## config.mk

```make
export PLATFORM = sky130hd
export DESIGN_NAME = abc_alu_top
export DESIGN_NICKNAME = d
export VERILOG_FILES = /design/src/core/abc_adder.v /design/src/core/abc_alu_top.v /design/src/core/abc_regmem.v
export VERILOG_INCLUDE_DIRS = /design/src /design/src/inc
export SDC_FILE = /design/constraint.sdc
export NUM_CORES = 2
export LEC_CHECK = 0
export BUFFER_PORTS_ARGS = -buffer_cell sky130_fd_sc_hd__clkbuf_2
export CAP_MARGIN = 30
export CORE_MARGIN = 5
export CORE_UTILIZATION = 41
export CTS_CLUSTER_DIAMETER = 60
export DETAILED_ROUTE_END_ITERATION = 12
export PLACE_DENSITY = 0.6
export SETUP_SLACK_MARGIN = 0.4
export SYNTH_ARGS = -nofsm -noshare
export SYNTH_HDL_FRONTEND = slang
export SYNTH_SLANG_ARGS = --single-unit
```

## constraint.sdc

```tcl
create_clock -name aclk -period 45.1 [get_ports aclk]
set_input_delay 2.255 -clock aclk [delete_from_list [all_inputs] [get_ports aclk]]
set_output_delay 2.255 -clock aclk [all_outputs]
set_load 0.005 [all_outputs]
```

## src/inc/abc_defs.vh

```
// constants for the add and bit-clear datapath block
`ifndef ABC_DEFS_VH
`define ABC_DEFS_VH

// register byte offsets on the axi4-lite bus
`define ABC_CMD_OFF 8'h00
`define ABC_ACC_OFF 8'h04
`define ABC_STATUS_OFF 8'h08
`define ABC_WIN_ADDR_OFF 8'h0C
`define ABC_WIN_DATA_OFF 8'h10

// command register fields
`define ABC_CMD_OPC_LSB 0
`define ABC_CMD_OPC_MSB 3
`define ABC_CMD_DEST_BIT 4
`define ABC_CMD_BIT_LSB 5
`define ABC_CMD_BIT_MSB 7
`define ABC_CMD_ADDR_LSB 8
`define ABC_CMD_ADDR_MSB 13
`define ABC_CMD_PAGE_LSB 14
`define ABC_CMD_PAGE_MSB 15
`define ABC_CMD_IMM_LSB 16
`define ABC_CMD_IMM_MSB 23

// status register fields
`define ABC_ST_C_BIT 0
`define ABC_ST_DC_BIT 1
`define ABC_ST_Z_BIT 2
`define ABC_ST_PD_BIT 3
`define ABC_ST_TO_BIT 4
`define ABC_ST_BAD_BIT 5
`define ABC_ST_BUSY_BIT 8

// operation codes
`define ABC_OP_ADD_REG_WITH_CARRY 4'h0
`define ABC_OP_ADD_REGISTER 4'h1
`define ABC_OP_ADD_IMM_WITH_CARRY 4'h2
`define ABC_OP_ADD_IMMEDIATE 4'h3
`define ABC_OP_AND_WITH_REGISTER 4'h4
`define ABC_OP_BIT_CLEAR 4'h5
`define ABC_OP_SLEEP 4'h6
`define ABC_OP_WATCHDOG_CLEAR 4'h7

// operand pages and their legal address ranges
`define ABC_PAGE_R 2'h0
`define ABC_PAGE_F 2'h1
`define ABC_PAGE_S 2'h2
`define ABC_R_ADDR_MIN 6'h00
`define ABC_R_ADDR_MAX 6'h2F
`define ABC_F_ADDR_MIN 6'h06
`define ABC_F_ADDR_MAX 6'h0F
`define ABC_S_ADDR_MIN 6'h07
`define ABC_S_ADDR_MAX 6'h0F

// destination selector values
`define ABC_DEST_WORKING 1'h0
`define ABC_DEST_REGISTER 1'h1

// reset values
`define ABC_CMD_RST 32'h0000_0000
`define ABC_ACC_RST 8'h00
`define ABC_WIN_ADDR_RST 8'h00
`define ABC_PD_RST 1'h1
`define ABC_TO_RST 1'h1

// axi responses
`define ABC_RESP_OKAY 2'h0
`define ABC_RESP_SLVERR 2'h2

`endif
```

## src/core/abc_adder.v

```verilog
// 8-bit adder with carry in, carry out and carry out of bit 3
module abc_adder (
  // operands
  input wire [7:0] a,
  input wire [7:0] b,
  input wire cin,
  // results
  output wire [7:0] sum,
  output wire cout,
  output wire dc
);

  wire [8:0] full;
  wire [4:0] low;

  // full sum and low nibble sum share the same carry in
  assign full = {1'b0, a} + {1'b0, b} + {8'h00, cin};
  assign low = {1'b0, a[3:0]} + {1'b0, b[3:0]} + {4'h0, cin};
  assign sum = full[7:0];
  assign cout = full[8];
  assign dc = low[4];

endmodule

```

## src/core/abc_alu_top.v

```verilog
// add and bit-clear datapath with axi4-lite command and status registers
//
// Overview of operation
// - destination selector 0 writes working register, 1 writes addressed register
// - carry is 1 on addition carry, else 0
// - add register with carry: register plus working plus carry, flags Z DC C
// - add register: working plus register, no carry in, flags Z DC C
// - add immediate with carry: working plus immediate plus carry into working
// - add immediate: working plus immediate, no carry in, into working, flags
// - and with register: bitwise and, selected destination, only zero flag
// - bit clear: zero one bit 0..7 of register, flags untouched
// - power-down flag is 1 at power-up or watchdog clear, 0 on sleep
// - timeout flag is 1 at power-up, watchdog clear or sleep, 0 on timeout
// - main register page operands span 0x00 through 0x2F of 0..63
// - function page operands span 0x6..0xF, special page 0x7..0xF
`include "abc_defs.vh"

module abc_alu_top (
  // clock and reset
  input wire aclk,
  input wire aresetn,
  // axi4-lite write address
  input wire [31:0] s_axi_awaddr,
  input wire [2:0] s_axi_awprot,
  input wire s_axi_awvalid,
  output wire s_axi_awready,
  // axi4-lite write data
  input wire [31:0] s_axi_wdata,
  input wire [3:0] s_axi_wstrb,
  input wire s_axi_wvalid,
  output wire s_axi_wready,
  // axi4-lite write response
  output wire [1:0] s_axi_bresp,
  output wire s_axi_bvalid,
  input wire s_axi_bready,
  // axi4-lite read address
  input wire [31:0] s_axi_araddr,
  input wire [2:0] s_axi_arprot,
  input wire s_axi_arvalid,
  output wire s_axi_arready,
  // axi4-lite read data
  output wire [31:0] s_axi_rdata,
  output wire [1:0] s_axi_rresp,
  output wire s_axi_rvalid,
  input wire s_axi_rready,
  // watchdog event from the timer outside
  input wire wdt_timeout,
  // status flags towards the core
  output wire power_down_flag,
  output wire watchdog_expiry_flag
);

  // one-hot execution states
  localparam [2:0] ST_IDLE = 3'b001;
  localparam [2:0] ST_READ = 3'b010;
  localparam [2:0] ST_EXEC = 3'b100;

  // bus side state
  reg aw_full_q;
  reg [7:0] awaddr_q;
  reg w_full_q;
  reg [31:0] wdata_q;
  reg [3:0] wstrb_q;
  reg awready_q;
  reg wready_q;
  reg bvalid_q;
  reg [1:0] bresp_q;
  reg arready_q;
  reg ar_pend_q;
  reg ar_fetch_q;
  reg [7:0] araddr_q;
  reg rvalid_q;
  reg [31:0] rdata_q;
  reg [1:0] rresp_q;

  // block state
  reg [2:0] state_q;
  reg [31:0] cmd_q;
  reg [7:0] working_register_q;
  reg carry_q;
  reg digit_carry_flag_q;
  reg zero_q;
  reg power_down_flag_q;
  reg watchdog_expiry_flag_q;
  reg bad_op_q;
  reg [7:0] win_addr_q;

  // command fields
  wire [3:0] opc;
  wire dest;
  wire [2:0] bit_idx;
  wire [5:0] op_addr;
  wire [1:0] op_page;
  wire [7:0] op_imm;
  wire [7:0] op_index;
  assign opc = cmd_q[`ABC_CMD_OPC_MSB:`ABC_CMD_OPC_LSB];
  assign dest = cmd_q[`ABC_CMD_DEST_BIT];
  assign bit_idx = cmd_q[`ABC_CMD_BIT_MSB:`ABC_CMD_BIT_LSB];
  assign op_addr = cmd_q[`ABC_CMD_ADDR_MSB:`ABC_CMD_ADDR_LSB];
  assign op_page = cmd_q[`ABC_CMD_PAGE_MSB:`ABC_CMD_PAGE_LSB];
  assign op_imm = cmd_q[`ABC_CMD_IMM_MSB:`ABC_CMD_IMM_LSB];
  assign op_index = {op_page, op_addr};

  // memory and adder wiring
  wire [7:0] mem_rdata;
  reg mem_we;
  reg [7:0] mem_waddr;
  reg [7:0] mem_wdata;
  wire [7:0] mem_raddr;
  wire [7:0] add_b;
  wire add_cin;
  wire [7:0] add_sum;
  wire add_cout;
  wire add_dc;

  // write handshake, register read value and merged write data
  wire do_write;
  wire aw_take;
  wire w_take;
  wire ar_take;
  reg [31:0] cur_val;
  reg wr_mapped;
  reg [31:0] rd_val;
  reg rd_mapped;
  wire [31:0] wmask;
  wire [31:0] wval;
  reg [31:0] status_word;

  // next command decoded from the merged write data
  wire [3:0] new_opc;
  wire [5:0] new_addr;
  wire [1:0] new_page;
  reg new_needs_reg;
  reg new_known;
  reg new_addr_ok;

  assign aw_take = s_axi_awvalid & awready_q;
  assign w_take = s_axi_wvalid & wready_q;
  assign ar_take = s_axi_arvalid & arready_q;
  assign do_write = aw_full_q & w_full_q & ~bvalid_q & (state_q == ST_IDLE);
  assign wmask = {{8{wstrb_q[3]}}, {8{wstrb_q[2]}}, {8{wstrb_q[1]}}, {8{wstrb_q[0]}}};
  assign wval = (wdata_q & wmask) | (cur_val & ~wmask);
  assign new_opc = wval[`ABC_CMD_OPC_MSB:`ABC_CMD_OPC_LSB];
  assign new_addr = wval[`ABC_CMD_ADDR_MSB:`ABC_CMD_ADDR_LSB];
  assign new_page = wval[`ABC_CMD_PAGE_MSB:`ABC_CMD_PAGE_LSB];

  // status word assembled from the flags and the busy state
  always @* begin
    status_word = 32'h0000_0000;
    status_word[`ABC_ST_C_BIT] = carry_q;
    status_word[`ABC_ST_DC_BIT] = digit_carry_flag_q;
    status_word[`ABC_ST_Z_BIT] = zero_q;
    status_word[`ABC_ST_PD_BIT] = power_down_flag_q;
    status_word[`ABC_ST_TO_BIT] = watchdog_expiry_flag_q;
    status_word[`ABC_ST_BAD_BIT] = bad_op_q;
    status_word[`ABC_ST_BUSY_BIT] = (state_q != ST_IDLE);
  end

  // register view; all values come in as arguments so callers stay sensitive to them
  function [31:0] reg_view;
    input [7:0] off;
    input [31:0] cmd;
    input [7:0] acc;
    input [31:0] st;
    input [7:0] wa;
    input [7:0] wd;
    begin
      reg_view = 32'h0000_0000;
      if (off == `ABC_CMD_OFF) begin
        reg_view = cmd;
      end else if (off == `ABC_ACC_OFF) begin
        reg_view = {24'h00_0000, acc};
      end else if (off == `ABC_STATUS_OFF) begin
        reg_view = st;
      end else if (off == `ABC_WIN_ADDR_OFF) begin
        reg_view = {24'h00_0000, wa};
      end else if (off == `ABC_WIN_DATA_OFF) begin
        reg_view = {24'h00_0000, wd};
      end
    end
  endfunction

  // address decode for the five mapped words
  function is_mapped;
    input [7:0] off;
    begin
      if (off == `ABC_CMD_OFF) begin
        is_mapped = 1'b1;
      end else if (off == `ABC_ACC_OFF) begin
        is_mapped = 1'b1;
      end else if (off == `ABC_STATUS_OFF) begin
        is_mapped = 1'b1;
      end else if (off == `ABC_WIN_ADDR_OFF) begin
        is_mapped = 1'b1;
      end else if (off == `ABC_WIN_DATA_OFF) begin
        is_mapped = 1'b1;
      end else begin
        is_mapped = 1'b0;
      end
    end
  endfunction

  // current values at the pending write and read addresses
  always @* begin
    cur_val = reg_view(awaddr_q, cmd_q, working_register_q, status_word, win_addr_q, mem_rdata);
    wr_mapped = is_mapped(awaddr_q);
    rd_val = reg_view(araddr_q, cmd_q, working_register_q, status_word, win_addr_q, mem_rdata);
    rd_mapped = is_mapped(araddr_q);
  end

  // operand range check per page for a newly written command
  always @* begin
    new_needs_reg = 1'b0;
    new_known = 1'b1;
    new_addr_ok = 1'b0;
    case (new_opc)
      `ABC_OP_ADD_REG_WITH_CARRY: new_needs_reg = 1'b1;
      `ABC_OP_ADD_REGISTER: new_needs_reg = 1'b1;
      `ABC_OP_AND_WITH_REGISTER: new_needs_reg = 1'b1;
      `ABC_OP_BIT_CLEAR: new_needs_reg = 1'b1;
      `ABC_OP_ADD_IMM_WITH_CARRY: new_needs_reg = 1'b0;
      `ABC_OP_ADD_IMMEDIATE: new_needs_reg = 1'b0;
      `ABC_OP_SLEEP: new_needs_reg = 1'b0;
      `ABC_OP_WATCHDOG_CLEAR: new_needs_reg = 1'b0;
      default: new_known = 1'b0;
    endcase
    if (new_page == `ABC_PAGE_R) begin
      new_addr_ok = (new_addr <= `ABC_R_ADDR_MAX);
    end else if (new_page == `ABC_PAGE_F) begin
      new_addr_ok = (new_addr >= `ABC_F_ADDR_MIN) && (new_addr <= `ABC_F_ADDR_MAX);
    end else if (new_page == `ABC_PAGE_S) begin
      new_addr_ok = (new_addr >= `ABC_S_ADDR_MIN) && (new_addr <= `ABC_S_ADDR_MAX);
    end
  end

  // storage reads the operand while busy, the window otherwise
  assign mem_raddr = (state_q == ST_IDLE) ? win_addr_q : op_index;

  abc_regmem u_regmem (
    .aclk(aclk),
    .we(mem_we),
    .waddr(mem_waddr),
    .wdata(mem_wdata),
    .raddr(mem_raddr),
    .rdata_q(mem_rdata)
  );

  // second operand and carry in by operation
  assign add_b = ((opc == `ABC_OP_ADD_IMM_WITH_CARRY) || (opc == `ABC_OP_ADD_IMMEDIATE)) ?
                 op_imm : mem_rdata;
  assign add_cin = ((opc == `ABC_OP_ADD_REG_WITH_CARRY) ||
                    (opc == `ABC_OP_ADD_IMM_WITH_CARRY)) ? carry_q : 1'b0;

  abc_adder u_adder (
    .a(working_register_q),
    .b(add_b),
    .cin(add_cin),
    .sum(add_sum),
    .cout(add_cout),
    .dc(add_dc)
  );

  // storage write: execution result to a register, or software through the window
  always @* begin
    mem_we = 1'b0;
    mem_waddr = op_index;
    mem_wdata = add_sum;
    if (state_q == ST_EXEC) begin
      if (opc == `ABC_OP_BIT_CLEAR) begin
        mem_we = 1'b1;
        mem_wdata = mem_rdata & ~(8'h01 << bit_idx);
      end else if ((opc == `ABC_OP_ADD_REG_WITH_CARRY) || (opc == `ABC_OP_ADD_REGISTER)) begin
        mem_we = (dest == `ABC_DEST_REGISTER);
      end else if (opc == `ABC_OP_AND_WITH_REGISTER) begin
        mem_we = (dest == `ABC_DEST_REGISTER);
        mem_wdata = working_register_q & mem_rdata;
      end
    end else if (do_write && (awaddr_q == `ABC_WIN_DATA_OFF)) begin
      mem_we = 1'b1;
      mem_waddr = win_addr_q;
      mem_wdata = wval[7:0];
    end
  end

  // axi write channels: hold address and data, answer once both are in
  always @(posedge aclk) begin
    if (!aresetn) begin
      aw_full_q <= 1'b0;
      awaddr_q <= 8'h00;
      w_full_q <= 1'b0;
      wdata_q <= 32'h0000_0000;
      wstrb_q <= 4'h0;
      awready_q <= 1'b0;
      wready_q <= 1'b0;
      bvalid_q <= 1'b0;
      bresp_q <= `ABC_RESP_OKAY;
    end else begin
      if (aw_take) begin
        aw_full_q <= 1'b1;
        awaddr_q <= s_axi_awaddr[7:0];
        awready_q <= 1'b0;
      end else if (!aw_full_q) begin
        awready_q <= 1'b1;
      end
      if (w_take) begin
        w_full_q <= 1'b1;
        wdata_q <= s_axi_wdata;
        wstrb_q <= s_axi_wstrb;
        wready_q <= 1'b0;
      end else if (!w_full_q) begin
        wready_q <= 1'b1;
      end
      if (do_write) begin
        aw_full_q <= 1'b0;
        w_full_q <= 1'b0;
        bvalid_q <= 1'b1;
        bresp_q <= wr_mapped ? `ABC_RESP_OKAY : `ABC_RESP_SLVERR;
      end else if (bvalid_q && s_axi_bready) begin
        bvalid_q <= 1'b0;
      end
    end
  end

  // axi read: take address, wait for idle storage, fetch, answer
  always @(posedge aclk) begin
    if (!aresetn) begin
      arready_q <= 1'b0;
      ar_pend_q <= 1'b0;
      ar_fetch_q <= 1'b0;
      araddr_q <= 8'h00;
      rvalid_q <= 1'b0;
      rdata_q <= 32'h0000_0000;
      rresp_q <= `ABC_RESP_OKAY;
    end else begin
      ar_fetch_q <= 1'b0;
      if (ar_take) begin
        arready_q <= 1'b0;
        ar_pend_q <= 1'b1;
        araddr_q <= s_axi_araddr[7:0];
      end else if (!ar_pend_q && !ar_fetch_q && !rvalid_q) begin
        arready_q <= 1'b1;
      end
      if (ar_pend_q && (state_q == ST_IDLE)) begin
        ar_pend_q <= 1'b0;
        ar_fetch_q <= 1'b1;
      end
      if (ar_fetch_q) begin
        rvalid_q <= 1'b1;
        rdata_q <= rd_mapped ? rd_val : 32'h0000_0000;
        rresp_q <= rd_mapped ? `ABC_RESP_OKAY : `ABC_RESP_SLVERR;
      end else if (rvalid_q && s_axi_rready) begin
        rvalid_q <= 1'b0;
      end
    end
  end

  // execution sequence and architectural state
  always @(posedge aclk) begin
    if (!aresetn) begin
      state_q <= ST_IDLE;
      cmd_q <= `ABC_CMD_RST;
      working_register_q <= `ABC_ACC_RST;
      carry_q <= 1'b0;
      digit_carry_flag_q <= 1'b0;
      zero_q <= 1'b0;
      power_down_flag_q <= `ABC_PD_RST;
      watchdog_expiry_flag_q <= `ABC_TO_RST;
      bad_op_q <= 1'b0;
      win_addr_q <= `ABC_WIN_ADDR_RST;
    end else begin
      case (state_q)
        ST_IDLE: begin
          if (do_write && (awaddr_q == `ABC_CMD_OFF)) begin
            cmd_q <= wval;
            if (new_known && (!new_needs_reg || new_addr_ok)) begin
              state_q <= ST_READ;
            end else begin
              bad_op_q <= 1'b1;
            end
          end
        end
        ST_READ: begin
          state_q <= ST_EXEC;
        end
        ST_EXEC: begin
          state_q <= ST_IDLE;
          case (opc)
            `ABC_OP_ADD_REG_WITH_CARRY, `ABC_OP_ADD_REGISTER: begin
              if (dest == `ABC_DEST_WORKING) begin
                working_register_q <= add_sum;
              end
              carry_q <= add_cout;
              digit_carry_flag_q <= add_dc;
              zero_q <= (add_sum == 8'h00);
            end
            `ABC_OP_ADD_IMM_WITH_CARRY, `ABC_OP_ADD_IMMEDIATE: begin
              working_register_q <= add_sum;
              carry_q <= add_cout;
              digit_carry_flag_q <= add_dc;
              zero_q <= (add_sum == 8'h00);
            end
            `ABC_OP_AND_WITH_REGISTER: begin
              if (dest == `ABC_DEST_WORKING) begin
                working_register_q <= working_register_q & mem_rdata;
              end
              zero_q <= ((working_register_q & mem_rdata) == 8'h00);
            end
            `ABC_OP_SLEEP: begin
              power_down_flag_q <= 1'b0;
              watchdog_expiry_flag_q <= 1'b1;
            end
            `ABC_OP_WATCHDOG_CLEAR: begin
              power_down_flag_q <= 1'b1;
              watchdog_expiry_flag_q <= 1'b1;
            end
            default: begin
              state_q <= ST_IDLE;
            end
          endcase
        end
        default: begin
          state_q <= ST_IDLE;
        end
      endcase
      // software writes to plain registers, only while idle
      if (do_write && (awaddr_q == `ABC_ACC_OFF)) begin
        working_register_q <= wval[7:0];
      end
      if (do_write && (awaddr_q == `ABC_WIN_ADDR_OFF)) begin
        win_addr_q <= wval[7:0];
      end
      if (do_write && (awaddr_q == `ABC_STATUS_OFF)) begin
        carry_q <= wval[`ABC_ST_C_BIT];
        digit_carry_flag_q <= wval[`ABC_ST_DC_BIT];
        zero_q <= wval[`ABC_ST_Z_BIT];
        if (wdata_q[`ABC_ST_BAD_BIT] && wstrb_q[0]) begin
          bad_op_q <= 1'b0;
        end
      end
      // a rejected command in the same cycle keeps the error bit set
      if (do_write && (awaddr_q == `ABC_CMD_OFF) &&
          !(new_known && (!new_needs_reg || new_addr_ok))) begin
        bad_op_q <= 1'b1;
      end
      // watchdog expiry wins over a sleep or clear in the same cycle
      if (wdt_timeout) begin
        watchdog_expiry_flag_q <= 1'b0;
      end
    end
  end

  // outputs straight from flip-flops
  assign s_axi_awready = awready_q;
  assign s_axi_wready = wready_q;
  assign s_axi_bvalid = bvalid_q;
  assign s_axi_bresp = bresp_q;
  assign s_axi_arready = arready_q;
  assign s_axi_rvalid = rvalid_q;
  assign s_axi_rdata = rdata_q;
  assign s_axi_rresp = rresp_q;
  assign power_down_flag = power_down_flag_q;
  assign watchdog_expiry_flag = watchdog_expiry_flag_q;

endmodule

```

## src/core/abc_regmem.v

```verilog
// register page storage: one write port, one registered read port
module abc_regmem (
  // clock
  input wire aclk,
  // write port
  input wire we,
  input wire [7:0] waddr,
  input wire [7:0] wdata,
  // read port
  input wire [7:0] raddr,
  output reg [7:0] rdata_q
);

  reg [7:0] mem [0:255];

  // read before write; read data appears one edge after the address
  always @(posedge aclk) begin
    if (we) begin
      mem[waddr] <= wdata;
    end
    rdata_q <= mem[raddr];
  end

endmodule

```

==> flow_summary.json <==
{
  "grt_pass1_wl_mm": 416,
  "power_mw": 4.08,
  "critPathLaunch": "state_q[2]$_SDFFE_PN0P_",
  "dp_slack_ns": 38.36,
  "overflow": 0,
  "htree_levels": 4,
  "drt-initial-drc-count": 8193,
  "setup_tns_ns": 0,
  "synth_edf_count": 2048,
  "multiInputGateArea_um2": 24200,
  "reg2reg_from": "state_q[2]$_SDFFE_PN0P_",
  "async_flop_share_pct": 0,
  "syn2layout_area_growth_pct": 12.4,
  "wl_per_cell_um": 29.6,
  "yosys_warnings": 0,
  "final_layout_size_suffix_gt1_share_pct": 10.7,
  "path_clk_slew_ns": 0.06,
  "grt_pass1_vias": 56265,
  "core_um2": 222000,
  "max_freq_ghz": 0.156,
  "rsz0062_at_grt": "no",
  "vias": 59843,
  "peakVddDrop_uv": 41.6,
  "gp_congestion": 0.902,
  "via_per_inst": 6.00,
  "die-area_um2": 232000,
  "synth_cell_type_count": 92,
  "cts_sinks": 2208,
  "finalClockSkew_ns": 0.0538,
  "dp_cells": 9535,
  "finalCritPeriodShare_pct": 14.2,
  "port_buffers": 100,
  "dpl.hpwl_mm": 179,
  "start_util_pct": 41.2,
  "hold_violations": 0,
  "n_fill_cell": 19577,
  "grt_antenna_before_repair": 15,
  "period_minus_slack_ns": 6.43,
  "die_y_um": 482,
  "critical_path_required_ns": 45.80,
  "drc": 0,
  "whs_ns": 0.463,
  "hold_class": "reg -> reg",
  "mostFrequentLayoutCells": "edfxtp_1 (2048), nand2_1 (1163), mux2i_1 (472), nand3_1 (457), nor2_1 (362)",
  "maxSlewViolCount": 0,
  "yosys.area.top_type": "edfxtp_1",
  "hold_path_startpoint": "cmd_q[30]$_SDFFE_PN0P_",
  "numCtsBuffers": 221,
  "setup_viol": 0,
  "syn_inst": 6724,
  "post_cts_resize_count": 0,
  "fin_ws_ns": 38.67,
  "powerDensity_nw_per_um2": 39.7,
  "clock_latency_ns": 0.90,
  "worst_pin_slew_ns": 1.17,
  "crit_path_max_fanout": 90,
  "crit_arrival_ns": 7.13,
  "layout_commonest_cell": "edfxtp_1",
  "worst_setup_path_start_kind": "flop",
  "maxCapViolations": 0,
  "cts_hold_buf": 0,
  "ant_nets": 0,
  "instances_no_fill": 9972,
  "postCtsSetupBuffers": 0,
  "criticalPathCategory": "reg -> reg",
  "die_width_um": 482,
  "clockBufferDepth": 3,
  "regArea_um2": 64700,
  "ys_ff_latch": 2208,
  "syn_avg_cell_area_um2": 13.6,
  "synth_ff_type": "edfxtp_1",
  "p_leak_nw": 34.7,
  "grt_max_degree": 201,
  "synth_top_area_share_pct": 67.3,
  "endpoint_kind": "flop",
  "outcome": "finished clean",
  "synth.area.top_cells": "edfxtp_1 (67%), mux2i_1 (5.2%), nand2_1 (4.8%), dfxtp_1 (3.5%), a211oi_1 (2.7%)",
  "dr.pass1.iters": 9,
  "syn_area_um2": 91400,
  "cts-root-buf": "clkbuf_16",
  "fp-row-count": 173,
  "io_pins": 157,
  "grt_use_total_pct": 24.7,
  "seq_area_frac_synth_pct": 70.8,
  "nNetsFinal": 6914,
  "finalWirelength_mm": 295,
  "slew_headroom_pct": 22.1,
  "cts_tree": "done"
}
## power by group
group          internal, mW  switching [mW]
registers              2.21         0.00463
clock network          1.01           0.803
logic                0.0137          0.0320
total                  3.24           0.840
## per-stage QoR
stage	cell area (µm²)	utilization, %
after global routing	103000	46.3
after detailed placement	95500	43.0
after CTS	103000	46.2
after floorplan	91400	-
final	103000	46.3
after global placement	95200	42.9
## routing by layer
metal  track usage (%)  part of all wire, %  vias to the layer above
li1                  -                    -                    25536
met1              33.8                   39                    30229
met2              38.0                   45                     3478
met3              5.39                   11                      596
met4              11.1                  4.6                        4
met5                 0                0.015                        -
## cells in the mapped netlist, types with 21 or more instances
cell type / n
nand3_1: 457
a211oi_1: 328
nand2_1: 1163
nor2_1: 371
nor4_1: 21
a221oi_1: 22
nand4_1: 49
dfxtp_1: 160
mux2_2: 25
o21ai_0: 105
edfxtp_1: 2048
nor2b_1: 28
a22oi_1: 55
a21oi_1: 83
a311oi_1: 71
buf_2: 152
mux2i_1: 479
mux4_2: 48
a32oi_1: 23
a31oi_1: 57
nor3_1: 22
a21boi_0: 97
o22ai_1: 25
buf_4: 45
buf_1: 36
clkbuf_1: 214
a2111oi_0: 34
nand2b_1: 45
and2_1: 34
inv_1: 166
and3_1: 36
## flip-flops by register name, indices dropped and copies added (netlist names), 3 cells and up
register / cells
reg_view.acc: 8
u_regmem.rdata_q: 8
wstrb_q: 4
araddr_q: 8
reg_view.wa: 8
u_regmem.mem: 2048
state_q: 3
awaddr_q: 8
wdata_q: 32
cmd_q: 32
s_axi_rdata: 32
## worst max-delay path, stage by stage, from the launching register on
cell and delay [ns]:
dfxtp_1 0.50, or3b_4 0.44, buf_4 0.62, a21o_4 0.23
buf_12 0.36, buf_4 0.82, buf_4 0.77, mux2i_1 0.26
mux2i_1 0.24, a22oi_1 0.47, a41oi_1 0.26, a221o_1 0.51
or4_1 0.66
## path summary, 6_finish.rpt
check / to / slack, ns / cells after the start
worst min register to register: cmd_q[30]$_SDFFE_PN0P_ / 0.46 / 2
worst max-delay path: u_regmem.rdata_q[0]$_DFF_P_ / 38.67 / 12
worst min-delay path: cmd_q[30]$_SDFFE_PN0P_ / 0.46 / 2
worst max register to register: u_regmem.rdata_q[0]$_DFF_P_ / 38.67 / 12
## cell type report
type	instances	share of cell area, %
diodes	15	0.0365
clock buffers	273	5.61
clock inverters	141	1.30
inverters	166	0.606
multi-input cells	3890	23.5
flip-flops and latches	2208	63.0
well taps	2975	3.62
repair buffers	304	2.32
## logic make-up (layout without fill, tap and decap cells)
logic type	count (synthesis)	in the layout	synth area share, %
and+or+nand+nor	2278	2278	10.8
muxes	556	556	6.81
xor gates and xnor gates	5	5	0.0479
other	1	17	0.00410
buffers and inverters	627	884	3.08
AOI/OAI and AO/OA	1040	1040	8.30
DFF	2208	2208	70.8
adders and majority gates	9	9	0.140
(Power assumes the default switching activity.)
